### config.mk
export PLATFORM = sky130hd
export DESIGN_NAME = slgc_gpio
export DESIGN_NICKNAME = d
export VERILOG_FILES = /design/src/slgc_pkg.sv /design/src/slgc_bc_rx.sv /design/src/slgc_gpio.sv
export VERILOG_INCLUDE_DIRS = /design/src
export SDC_FILE = /design/constraint.sdc
export NUM_CORES = 1
export LEC_CHECK = 0
export ABC_AREA = 0
export BUFFER_PORTS_ARGS = -buffer_cell sky130_fd_sc_hd__buf_2
export CORE_MARGIN = 3
export CORE_UTILIZATION = 58
export DETAILED_ROUTE_END_ITERATION = 12
export PLACE_DENSITY = 0.8
export SLEW_MARGIN = 20
export SYNTH_ARGS = -nofsm -noshare
export SYNTH_HDL_FRONTEND = slang
export SYNTH_HIERARCHICAL = 1
export SYNTH_SLANG_ARGS = --single-unit
export TNS_END_PERCENT = 50
### constraint.sdc
create_clock -name clk -period 3.9 [get_ports clk]
set_input_delay 0.78 -clock clk [delete_from_list [all_inputs] [get_ports clk]]
set_output_delay 0.78 -clock clk [all_outputs]
set_load 0.005 [all_outputs]
### src/slgc_defines.svh
// Purpose: Offsets, field positions, codes and frame counts of the pin block.
// Assumes: Included by bare name in the receiver, the pin block and the bench; the monitor writes its figures as literals.
// Notes: Definitions only.
`ifndef SLGC_DEFINES_SVH
`define SLGC_DEFINES_SVH

`define SLGC_OFS_LINK0_CFG 8'h0d
`define SLGC_OFS_LINK12_CFG 8'h0e
`define SLGC_OFS_LINK3_CFG 8'h0f
`define SLGC_OFS_REG56_CFG 8'h10
`define SLGC_OFS_REG78_CFG 8'h11
`define SLGC_OFS_IN_LOW 8'h1c
`define SLGC_OFS_IN_HIGH 8'h1d

`define SLGC_CFG_RESET 8'h00
`define SLGC_LO_NIB 3:0
`define SLGC_HI_NIB 7:4
`define SLGC_IN_REG8_BIT 0

`define SLGC_CODE_DRIVE_LOW 4'h1
`define SLGC_CODE_INPUT 4'h3
`define SLGC_CODE_BACK 4'h5
`define SLGC_CODE_DRIVE_HIGH 4'h9

`define SLGC_HDR_BITS 2'd3
`define SLGC_BCM_NORMAL 3'b000
`define SLGC_BCM_FAST4 3'b011
`define SLGC_BCM_FAST2 3'b010
`define SLGC_BCM_FAST1 3'b001
`define SLGC_SPF_NORMAL 4'd1
`define SLGC_SPF_FAST4 4'd6
`define SLGC_SPF_FAST2 4'd10
`define SLGC_SPF_FAST1 4'd15
`define SLGC_WID_FOUR 3'd4
`define SLGC_WID_TWO 3'd2
`define SLGC_WID_ONE 3'd1
`define SLGC_MASK_FOUR 4'hf
`define SLGC_MASK_TWO 4'h3
`define SLGC_MASK_ONE 4'h1

`endif

### src/slgc_pkg.sv
// Purpose: Types of the pin block.
// Assumes: Nothing is imported; users write slgc_pkg::name.
// Notes: State of each module is one packed struct.
package slgc_pkg;

    typedef enum logic [1:0] {
        SLGC_RX_IDLE = 2'b00,
        SLGC_RX_HDR = 2'b01,
        SLGC_RX_DATA = 2'b10,
        SLGC_RX_DONE = 2'b11
    } slgc_rx_state_type;

    typedef struct packed {
        logic [2:0] sync1;
        logic [2:0] sync2;
        logic clk_prev;
        slgc_rx_state_type state;
        logic [2:0] mode;
        logic [1:0] hdr_cnt;
        logic [2:0] bit_cnt;
        logic [3:0] smp_cnt;
        logic [3:0] shift;
        logic stb;
        logic [3:0] val;
        logic [3:0] mask;
    } slgc_rx_type;

    typedef struct packed {
        logic [7:0] cfg0d;
        logic [7:0] cfg0e;
        logic [7:0] cfg0f;
        logic [7:0] cfg10;
        logic [7:0] cfg11;
        logic [3:0] link_s1;
        logic [3:0] link_s2;
        logic [3:0] reg_s1;
        logic [3:0] reg_s2;
        logic [3:0] bc_val;
        logic [3:0] link_out;
        logic [3:0] link_oe_n;
        logic [3:0] reg_out;
        logic [3:0] reg_oe_n;
        logic [3:0] audio;
        logic [3:0] fc_val;
        logic [3:0] fc_en;
        logic [7:0] loc_rdata;
        logic [7:0] rem_rdata;
        logic loc_rvalid;
        logic rem_rvalid;
    } slgc_state_type;

endpackage : slgc_pkg

### src/slgc_bc_rx.sv
// Purpose: Receives back-channel frames and hands out pin samples.
// Assumes: Link clock, data and frame come from outside and are synchronised here.
// Notes: Frame is three mode bits, MSB first, then samples, first bit lands highest.
`timescale 1ns/10ps
`default_nettype none
`include "slgc_defines.svh"

module slgc_bc_rx (
    input wire logic clk,
    input wire logic rst,
    input wire logic bc_clk_pin,
    input wire logic bc_data_pin,
    input wire logic bc_frame_pin,
    output logic sample_stb,
    output logic [3:0] sample_val,
    output logic [3:0] sample_mask
);

    slgc_pkg::slgc_rx_type r_reg;
    slgc_pkg::slgc_rx_type r_next;

    always_comb begin
        logic rise;
        logic frame;
        logic data;
        logic [2:0] width;
        logic [3:0] spf;
        logic [3:0] mask;
        logic [3:0] sh;
        rise = r_reg.sync2[2] & ~r_reg.clk_prev;
        data = r_reg.sync2[1];
        frame = r_reg.sync2[0];
        width = `SLGC_WID_FOUR;
        spf = 4'h0;
        mask = 4'h0;
        sh = {r_reg.shift[2:0], data};
        r_next = r_reg;
        r_next.sync1 = {bc_clk_pin, bc_data_pin, bc_frame_pin};
        r_next.sync2 = r_reg.sync1;
        r_next.clk_prev = r_reg.sync2[2];
        r_next.stb = 1'b0;
        unique case (r_reg.mode)
            `SLGC_BCM_NORMAL: begin // [RULE6]
                width = `SLGC_WID_FOUR;
                spf = `SLGC_SPF_NORMAL;
                mask = `SLGC_MASK_FOUR;
            end
            `SLGC_BCM_FAST4: begin // [RULE6]
                width = `SLGC_WID_FOUR;
                spf = `SLGC_SPF_FAST4;
                mask = `SLGC_MASK_FOUR;
            end
            `SLGC_BCM_FAST2: begin // [RULE6]
                width = `SLGC_WID_TWO;
                spf = `SLGC_SPF_FAST2;
                mask = `SLGC_MASK_TWO;
            end
            `SLGC_BCM_FAST1: begin // [RULE6]
                width = `SLGC_WID_ONE;
                spf = `SLGC_SPF_FAST1;
                mask = `SLGC_MASK_ONE;
            end
            default: ;
        endcase
        unique case (r_reg.state)
            slgc_pkg::SLGC_RX_IDLE: begin
                r_next.hdr_cnt = 2'd0;
                if (frame) begin
                    r_next.state = slgc_pkg::SLGC_RX_HDR;
                end
            end
            slgc_pkg::SLGC_RX_HDR: begin
                if (!frame) begin
                    r_next.state = slgc_pkg::SLGC_RX_IDLE;
                end else if (rise) begin
                    r_next.mode = {r_reg.mode[1:0], data}; // [RULE7]
                    r_next.hdr_cnt = r_reg.hdr_cnt + 2'd1;
                    if (r_reg.hdr_cnt == `SLGC_HDR_BITS - 2'd1) begin
                        r_next.state = slgc_pkg::SLGC_RX_DATA;
                        r_next.bit_cnt = 3'd0;
                        r_next.smp_cnt = 4'd0;
                        r_next.shift = 4'h0;
                    end
                end
            end
            slgc_pkg::SLGC_RX_DATA: begin
                if (!frame) begin
                    r_next.state = slgc_pkg::SLGC_RX_IDLE;
                end else if (spf == 4'h0) begin
                    r_next.state = slgc_pkg::SLGC_RX_DONE;
                end else if (rise) begin
                    r_next.shift = sh;
                    if (r_reg.bit_cnt == width - 3'd1) begin
                        r_next.stb = 1'b1;
                        r_next.val = sh & mask;
                        r_next.mask = mask;
                        r_next.bit_cnt = 3'd0;
                        r_next.shift = 4'h0;
                        r_next.smp_cnt = r_reg.smp_cnt + 4'd1;
                        if (r_reg.smp_cnt == spf - 4'd1) begin
                            r_next.state = slgc_pkg::SLGC_RX_DONE;
                        end
                    end else begin
                        r_next.bit_cnt = r_reg.bit_cnt + 3'd1;
                    end
                end
            end
            slgc_pkg::SLGC_RX_DONE: begin
                if (!frame) begin
                    r_next.state = slgc_pkg::SLGC_RX_IDLE;
                end
            end
        endcase
    end

    always_ff @(posedge clk or posedge rst) begin
        if (rst) begin
            r_reg <= '0;
        end else begin
            r_reg <= r_next;
        end
    end

    assign sample_stb = r_reg.stb;
    assign sample_val = r_reg.val;
    assign sample_mask = r_reg.mask;

endmodule : slgc_bc_rx
`default_nettype wire

### src/slgc_gpio.sv
// Purpose: Link pins and register-only pins of the serializer with their registers.
// Assumes: Local and remote register ports share one register file.
// Notes: All outputs come from flip-flops.
//
// Notes on behaviour
// [RULE1] Each link pin: forward or back channel.
// [RULE2] Pin 0 field 0x0D[3:0]: 3 forward, 5 back.
// [RULE3] Pin 1 field 0x0E[3:0]: 3 forward, 5 back.
// [RULE4] Pin 2 field 0x0E[7:4]: 3 forward, 5 back.
// [RULE5] Pin 3 field 0x0F[3:0]: same codes.
// [RULE6] Remote mode code sets pins and samples.
// [RULE7] Far end chooses mode and rate.
// [RULE8] Far end rate bits pick 5/10/20 Mbps.
// [RULE9] Register-only pins move through local bits only.
// [RULE10] Register-pin mode overrides the shared audio input.
// [RULE11] Local and remote ports reach the pins.
// [RULE12] Register-only pins never go over link.
// [RULE13] Pin 8: 0x11[7:4], 1/9/3, reads 0x1D[0].
// [RULE14] Pin 7: 0x11[3:0], 1/9/3, reads 0x1C[7].
// [RULE15] Pin 6: 0x10[7:4], 1/9/3, reads 0x1C[6].
// [RULE16] Pin 5: 0x10[3:0], 1/9/3, reads 0x1C[5].
// [RULE17] Link pins 3,2 local 1/9/3, read 0x1C[3:2].
// [RULE18] Link pins 1,0 local 1/9/3, read 0x1C[1:0].
`timescale 1ns/10ps
`default_nettype none
`include "slgc_defines.svh"

module slgc_gpio (
    input wire logic clk,
    input wire logic rst,
    input wire logic [7:0] loc_addr,
    input wire logic [7:0] loc_wdata,
    input wire logic loc_wr,
    input wire logic loc_rd,
    output logic [7:0] loc_rdata,
    output logic loc_rvalid,
    input wire logic [7:0] rem_addr,
    input wire logic [7:0] rem_wdata,
    input wire logic rem_wr,
    input wire logic rem_rd,
    output logic [7:0] rem_rdata,
    output logic rem_rvalid,
    input wire logic [3:0] link_pin_in,
    output logic [3:0] link_pin_out,
    output logic [3:0] link_pin_oe_n,
    input wire logic [3:0] reg_pin_in,
    output logic [3:0] reg_pin_out,
    output logic [3:0] reg_pin_oe_n,
    output logic [3:0] audio_in_out,
    output logic [3:0] fc_pin_val,
    output logic [3:0] fc_pin_en,
    input wire logic bc_clk_pin,
    input wire logic bc_data_pin,
    input wire logic bc_frame_pin
);

    ////////////////////////////////////////////////////////////////////////
    // State and back-channel receiver.

    slgc_pkg::slgc_state_type r_reg;
    slgc_pkg::slgc_state_type r_next;
    logic bc_stb;
    logic [3:0] bc_val;
    logic [3:0] bc_mask;
    logic [3:0][3:0] link_cfg;
    logic [3:0][3:0] reg_cfg;
    logic [7:0] in_low;
    logic [7:0] in_high;

    slgc_bc_rx u_bc_rx (
        .clk(clk),
        .rst(rst),
        .bc_clk_pin(bc_clk_pin),
        .bc_data_pin(bc_data_pin),
        .bc_frame_pin(bc_frame_pin),
        .sample_stb(bc_stb),
        .sample_val(bc_val),
        .sample_mask(bc_mask)
    );

    ////////////////////////////////////////////////////////////////////////
    // Config fields per pin and input status.

    assign link_cfg[0] = r_reg.cfg0d[`SLGC_LO_NIB]; // [RULE2]
    assign link_cfg[1] = r_reg.cfg0e[`SLGC_LO_NIB]; // [RULE3]
    assign link_cfg[2] = r_reg.cfg0e[`SLGC_HI_NIB]; // [RULE4]
    assign link_cfg[3] = r_reg.cfg0f[`SLGC_LO_NIB]; // [RULE5]
    assign reg_cfg[0] = r_reg.cfg10[`SLGC_LO_NIB]; // [RULE16]
    assign reg_cfg[1] = r_reg.cfg10[`SLGC_HI_NIB]; // [RULE15]
    assign reg_cfg[2] = r_reg.cfg11[`SLGC_LO_NIB]; // [RULE14]
    assign reg_cfg[3] = r_reg.cfg11[`SLGC_HI_NIB]; // [RULE13]

    always_comb begin
        in_low = 8'h00;
        in_high = 8'h00;
        for (int i = 0; i < 4; i++) begin
            in_low[i] = r_reg.link_s2[i] & (link_cfg[i] == `SLGC_CODE_INPUT); // [RULE17] [RULE18]
        end
        for (int i = 0; i < 3; i++) begin
            in_low[5 + i] = r_reg.reg_s2[i] & (reg_cfg[i] == `SLGC_CODE_INPUT); // [RULE14] [RULE15] [RULE16]
        end
        in_high[`SLGC_IN_REG8_BIT] = r_reg.reg_s2[3] & (reg_cfg[3] == `SLGC_CODE_INPUT); // [RULE13]
    end

    ////////////////////////////////////////////////////////////////////////
    // Register access helpers.

    function automatic slgc_pkg::slgc_state_type wr_reg(
        input slgc_pkg::slgc_state_type s,
        input logic [7:0] a,
        input logic [7:0] d
    );
        unique case (a)
            `SLGC_OFS_LINK0_CFG: s.cfg0d = d;
            `SLGC_OFS_LINK12_CFG: s.cfg0e = d;
            `SLGC_OFS_LINK3_CFG: s.cfg0f = d;
            `SLGC_OFS_REG56_CFG: s.cfg10 = d;
            `SLGC_OFS_REG78_CFG: s.cfg11 = d;
            default: ;
        endcase
        return s;
    endfunction : wr_reg

    function automatic logic [7:0] rd_reg(
        input slgc_pkg::slgc_state_type s,
        input logic [7:0] a,
        input logic [7:0] lo,
        input logic [7:0] hi
    );
        logic [7:0] v;
        unique case (a)
            `SLGC_OFS_LINK0_CFG: v = s.cfg0d;
            `SLGC_OFS_LINK12_CFG: v = s.cfg0e;
            `SLGC_OFS_LINK3_CFG: v = s.cfg0f;
            `SLGC_OFS_REG56_CFG: v = s.cfg10;
            `SLGC_OFS_REG78_CFG: v = s.cfg11;
            `SLGC_OFS_IN_LOW: v = lo;
            `SLGC_OFS_IN_HIGH: v = hi;
            default: v = 8'h00;
        endcase
        return v;
    endfunction : rd_reg

    ////////////////////////////////////////////////////////////////////////
    // Next state.

    always_comb begin
        r_next = r_reg;
        r_next.link_s1 = link_pin_in;
        r_next.link_s2 = r_reg.link_s1;
        r_next.reg_s1 = reg_pin_in;
        r_next.reg_s2 = r_reg.reg_s1;

        // Both ports write; the local one wins on the same offset.
        if (rem_wr) begin
            r_next = wr_reg(r_next, rem_addr, rem_wdata); // [RULE11]
        end
        if (loc_wr) begin
            r_next = wr_reg(r_next, loc_addr, loc_wdata); // [RULE11]
        end
        r_next.loc_rvalid = loc_rd;
        r_next.rem_rvalid = rem_rd;
        if (loc_rd) begin
            r_next.loc_rdata = rd_reg(r_reg, loc_addr, in_low, in_high); // [RULE11]
        end
        if (rem_rd) begin
            r_next.rem_rdata = rd_reg(r_reg, rem_addr, in_low, in_high); // [RULE11]
        end

        if (bc_stb) begin
            r_next.bc_val = (r_reg.bc_val & ~bc_mask) | (bc_val & bc_mask); // [RULE6] [RULE7]
        end

        for (int i = 0; i < 4; i++) begin
            r_next.link_out[i] = 1'b0;
            r_next.link_oe_n[i] = 1'b1;
            r_next.fc_en[i] = 1'b0;
            unique case (link_cfg[i])
                `SLGC_CODE_DRIVE_LOW: begin // [RULE17] [RULE18]
                    r_next.link_oe_n[i] = 1'b0;
                end
                `SLGC_CODE_DRIVE_HIGH: begin
                    r_next.link_out[i] = 1'b1;
                    r_next.link_oe_n[i] = 1'b0;
                end
                `SLGC_CODE_INPUT: begin // [RULE1] [RULE2] [RULE3] [RULE4] [RULE5]
                    r_next.fc_en[i] = 1'b1;
                end
                `SLGC_CODE_BACK: begin // [RULE1] [RULE2] [RULE3] [RULE4] [RULE5]
                    r_next.link_out[i] = r_reg.bc_val[i];
                    r_next.link_oe_n[i] = 1'b0;
                end
                default: ;
            endcase
            r_next.fc_val[i] = r_reg.link_s2[i] & r_next.fc_en[i]; // [RULE1]
        end

        for (int i = 0; i < 4; i++) begin
            r_next.reg_out[i] = 1'b0;
            r_next.reg_oe_n[i] = 1'b1;
            r_next.audio[i] = r_reg.reg_s2[i];
            unique case (reg_cfg[i])
                `SLGC_CODE_DRIVE_LOW: begin // [RULE9] [RULE13] [RULE14] [RULE15] [RULE16]
                    r_next.reg_oe_n[i] = 1'b0;
                    r_next.audio[i] = 1'b0; // [RULE10]
                end
                `SLGC_CODE_DRIVE_HIGH: begin
                    r_next.reg_out[i] = 1'b1;
                    r_next.reg_oe_n[i] = 1'b0;
                    r_next.audio[i] = 1'b0; // [RULE10]
                end
                `SLGC_CODE_INPUT: begin // [RULE9] [RULE12]
                    r_next.audio[i] = 1'b0; // [RULE10]
                end
                default: ;
            endcase
        end
    end

    ////////////////////////////////////////////////////////////////////////
    // Registers.

    always_ff @(posedge clk or posedge rst) begin
        if (rst) begin
            r_reg <= '0;
            r_reg.cfg0d <= `SLGC_CFG_RESET;
            r_reg.cfg0e <= `SLGC_CFG_RESET;
            r_reg.cfg0f <= `SLGC_CFG_RESET;
            r_reg.cfg10 <= `SLGC_CFG_RESET;
            r_reg.cfg11 <= `SLGC_CFG_RESET;
            r_reg.link_oe_n <= 4'hf;
            r_reg.reg_oe_n <= 4'hf;
        end else begin
            r_reg <= r_next;
        end
    end

    ////////////////////////////////////////////////////////////////////////
    // Outputs.

    assign loc_rdata = r_reg.loc_rdata;
    assign loc_rvalid = r_reg.loc_rvalid;
    assign rem_rdata = r_reg.rem_rdata;
    assign rem_rvalid = r_reg.rem_rvalid;
    assign link_pin_out = r_reg.link_out;
    assign link_pin_oe_n = r_reg.link_oe_n;
    assign reg_pin_out = r_reg.reg_out;
    assign reg_pin_oe_n = r_reg.reg_oe_n;
    assign audio_in_out = r_reg.audio;
    assign fc_pin_val = r_reg.fc_val; // [RULE12]
    assign fc_pin_en = r_reg.fc_en;

endmodule : slgc_gpio
`default_nettype wire

==> results.yml <==
sta:
  finalHoldViolations: 0
  tightest_slew_ns: 0.9875
  fin_crit_sh_pct: 81.58
  clock_skew_ns: 0.007555
  rsz0062_at_grt: "false"
  fmax_mhz: 314.3
  tns_ns: 0
  setup_violations: 0
  max_slew_margin_pct: 34.17
  fin_crit_ns: 3.182
  worst_slack_ns: 0.7183
  slew_viol_final: 0
clock_network:
  ctsHoldBuffers: 0
  clock_path_buffers: 2
  cts.clk_slew.worst_paths_ns: 0.06
  clock_latency_ns: 0.42
  cts_sinks: 138
  cts_setup_buffers: 0
  ctsResizeCount: 0
  cts_tree: "done"
  htree_num_levels: 4
  cts-buffers-inserted: 17
  root_buffer: "clkbuf_16"
floorplanning:
  start_util_pct: 59.61
  die_w_um: 117.3
  io-pin-count: 95
  die_h_um: 117.3
  num_rows: 40
  coreArea_um2: 12060
  dieArea_um2: 13770
drt:
  ant_nets: 0
  dr.pass1.iters: 6
  route.vias.total: 5386
  drt_wl_total_um: 18020
  avgViaCountPerCell: 6.052
  remaining_drc_errors: 0
  avgRoutedWirePerCell_um: 20.25
  first_iter_violations: 513
final_layout:
  fin_util_pct: 66.12
  largest_reg_flops: 40
  drive_above_1_share_pct: 26.87
  most-common-layout-cells: "130 x dfrtp_1, 94 x buf_2, 69 x nand2_1"
  stdcell_area_um2: 7975
  final_common_cell: "dfrtp_1"
  nFillCells: 915
  nets: 764
  n_antenna_cell: 0
  area_growth_pct: 10.93
logic_synthesis:
  synth_largest_area_cell: "dfrtp_1"
  async_flop_share_pct: 100.0
  yosysSeqAreaShare_pct: 48.17
  netlist_area_um2: 7189
  netlist.area_leader.share_pct: 45.25
  ys.flop_type: "dfrtp_1"
  syn_area_per_cell_um2: 10.78
  synth_edf_count: 0
  synth_seq_cells: 138
  syn-num-nets: 722
  yosys.cell_types.count: 78
  yosysWarnings: 6
  synth_area_leaders: "dfrtp_1 45%, mux2i_1 7.2%, buf_4 5.6%"
  synthCells: 667
hold_path:
  worstHoldPathType: "flip-flop to flip-flop"
  whs_endpoint: "u_bc_rx/r_next[27]$_DFF_PP0_"
  holdCritStartpoint: "u_bc_rx/r_next[30]$_DFF_PP0_"
  hold_depth: 0
setup_path:
  worstSetupPathType: "flip-flop to flip-flop"
  timing.rr.end: "u_bc_rx/sample_mask[2]$_DFFE_PP0P_"
  critPathCaptureType: "flip-flop"
  cp.arrival_ns: 3.49
  worst-path-max-fanout: 12
  startpoint_type: "flip-flop"
  r2r_start: "u_bc_rx/r_reg[24]$_DFFE_PP0P_"
  worstPathRequired_ns: 4.20
  rrSetupSlack_ns: 0.72
  reg2regPathDepth: 9
global_routing:
  grt_pass1_wl_um: 29100
  overflow: 0
  antenna_found_initial: 0
  groute.usage.overall_pct: 26.80
  grt_pass1_vias: 5482
  grt_max_degree: 84
placement:
  dp_hpwl_um: 12980
  port_buffers: 94
  place_area_um2: 7355
  place_congestion: 0.9320
  post-place-ws_ns: 0.7502
pwr:
  p_leak_nw: 3.661
  p_sw_mw: 0.9962
  p_seq_share_pct: 42.7
  power_frac_comb_pct: 13.1
  p_per_area_nw_per_um2: 477.6
  finalPower_mw: 3.809
  peakVddDrop_mv: 0.2897
  p_int_mw: 2.813
  pwr-share-clk_pct: 44.2
  netSwitchingFraction_pct: 26.15
status:
  outcome: "completed"
run:
  cap_violations: 0
-- worst max-delay path by stage --
stage                                       start                                 end  slack (ns)  depth (start not counted)
global route        u_bc_rx/r_reg[24]$_DFFE_PP0P_  u_bc_rx/sample_mask[2]$_DFFE_PP0P_        0.49                          9
floorplan                                     rst          asynchronous set/reset pin        0.34                          1
global placement    u_bc_rx/r_reg[24]$_DFFE_PP0P_  u_bc_rx/sample_mask[2]$_DFFE_PP0P_        0.88                          9
finish              u_bc_rx/r_reg[24]$_DFFE_PP0P_  u_bc_rx/sample_mask[2]$_DFFE_PP0P_        0.72                          9
detailed placement  u_bc_rx/r_reg[24]$_DFFE_PP0P_  u_bc_rx/sample_mask[2]$_DFFE_PP0P_        0.75                          9
CTS                 u_bc_rx/r_reg[24]$_DFFE_PP0P_  u_bc_rx/sample_mask[2]$_DFFE_PP0P_        0.71                          9
-- through the flow --
stage	std cells	hold slack (ns)
after floorplan	667	0.3312
after global placement	858	0.3333
after detailed placement	858	0.3373
after CTS	890	0.3501
after global routing	890	0.3543
final	890	0.3497
-- power by group through the flow --
stage / combinational, mW / sequential, mW / clock, mW
after floorplan: 0.386 / 1.60 / 0
after global placement: 0.470 / 1.64 / 0
after detailed placement: 0.484 / 1.65 / 0
after CTS: 0.495 / 1.62 / 1.70
after global routing: 0.551 / 1.64 / 1.77
final: 0.499 / 1.63 / 1.68
-- logic make-up (layout without fill, tap and decap cells) --
group,after synthesis,in the layout,synth area share [%]
AOI/OAI and AO/OA,136,136,13.26
xor gates and xnor gates,8,8,1.270
buffers and inverters,111,166,9.502
DFF,138,138,48.17
muxes,76,76,11.16
and+or+nand+nor,192,192,15.59
adders and majority gates,6,6,1.044
-- cell usage after synthesis (9+ instances only) --
cell and number:
dfrtp_1 130, nand2_1 69, buf_4 54, mux2i_1 52
inv_1 36, nor2_1 29, a21oi_1 21, mux2_2 21
o22ai_1 20, o21ai_0 17, o21ai_1 14, nand2b_1 9
-- metal layers --
layer  vias up  global-route usage, %  part of all wire [%]
met5         -                      0                     0
met4         0                  12.17                   3.2
met3        51                  7.956                   8.4
met2       293                  42.09                    47
met1      2613                  34.52                    42
li1       2429                      -                     -
-- final cells by class --
type	instances	area, µm²	area share [%]
timing repair buffer	98	500.5	6.275
clock inverter	11	170.2	2.134
clock buffer	21	450.4	5.648
tap	168	210.2	2.636
inverter	36	137.6	1.726
sequential	138	3463	43.43
multi-input combinational	418	3043	38.16
-- critical path, cell delays in order (launching register included) --
cell and delay, ns:
dfrtp_1 0.49, nor3b_4 0.34, inv_1 0.11, ha_1 0.29
a211o_2 0.38, ha_1 0.20, nand2_1 0.12, o211ai_4 0.15
nor3_4 0.59, mux2_2 0.40
No activity file was read; power rests on OpenSTA's default activity.
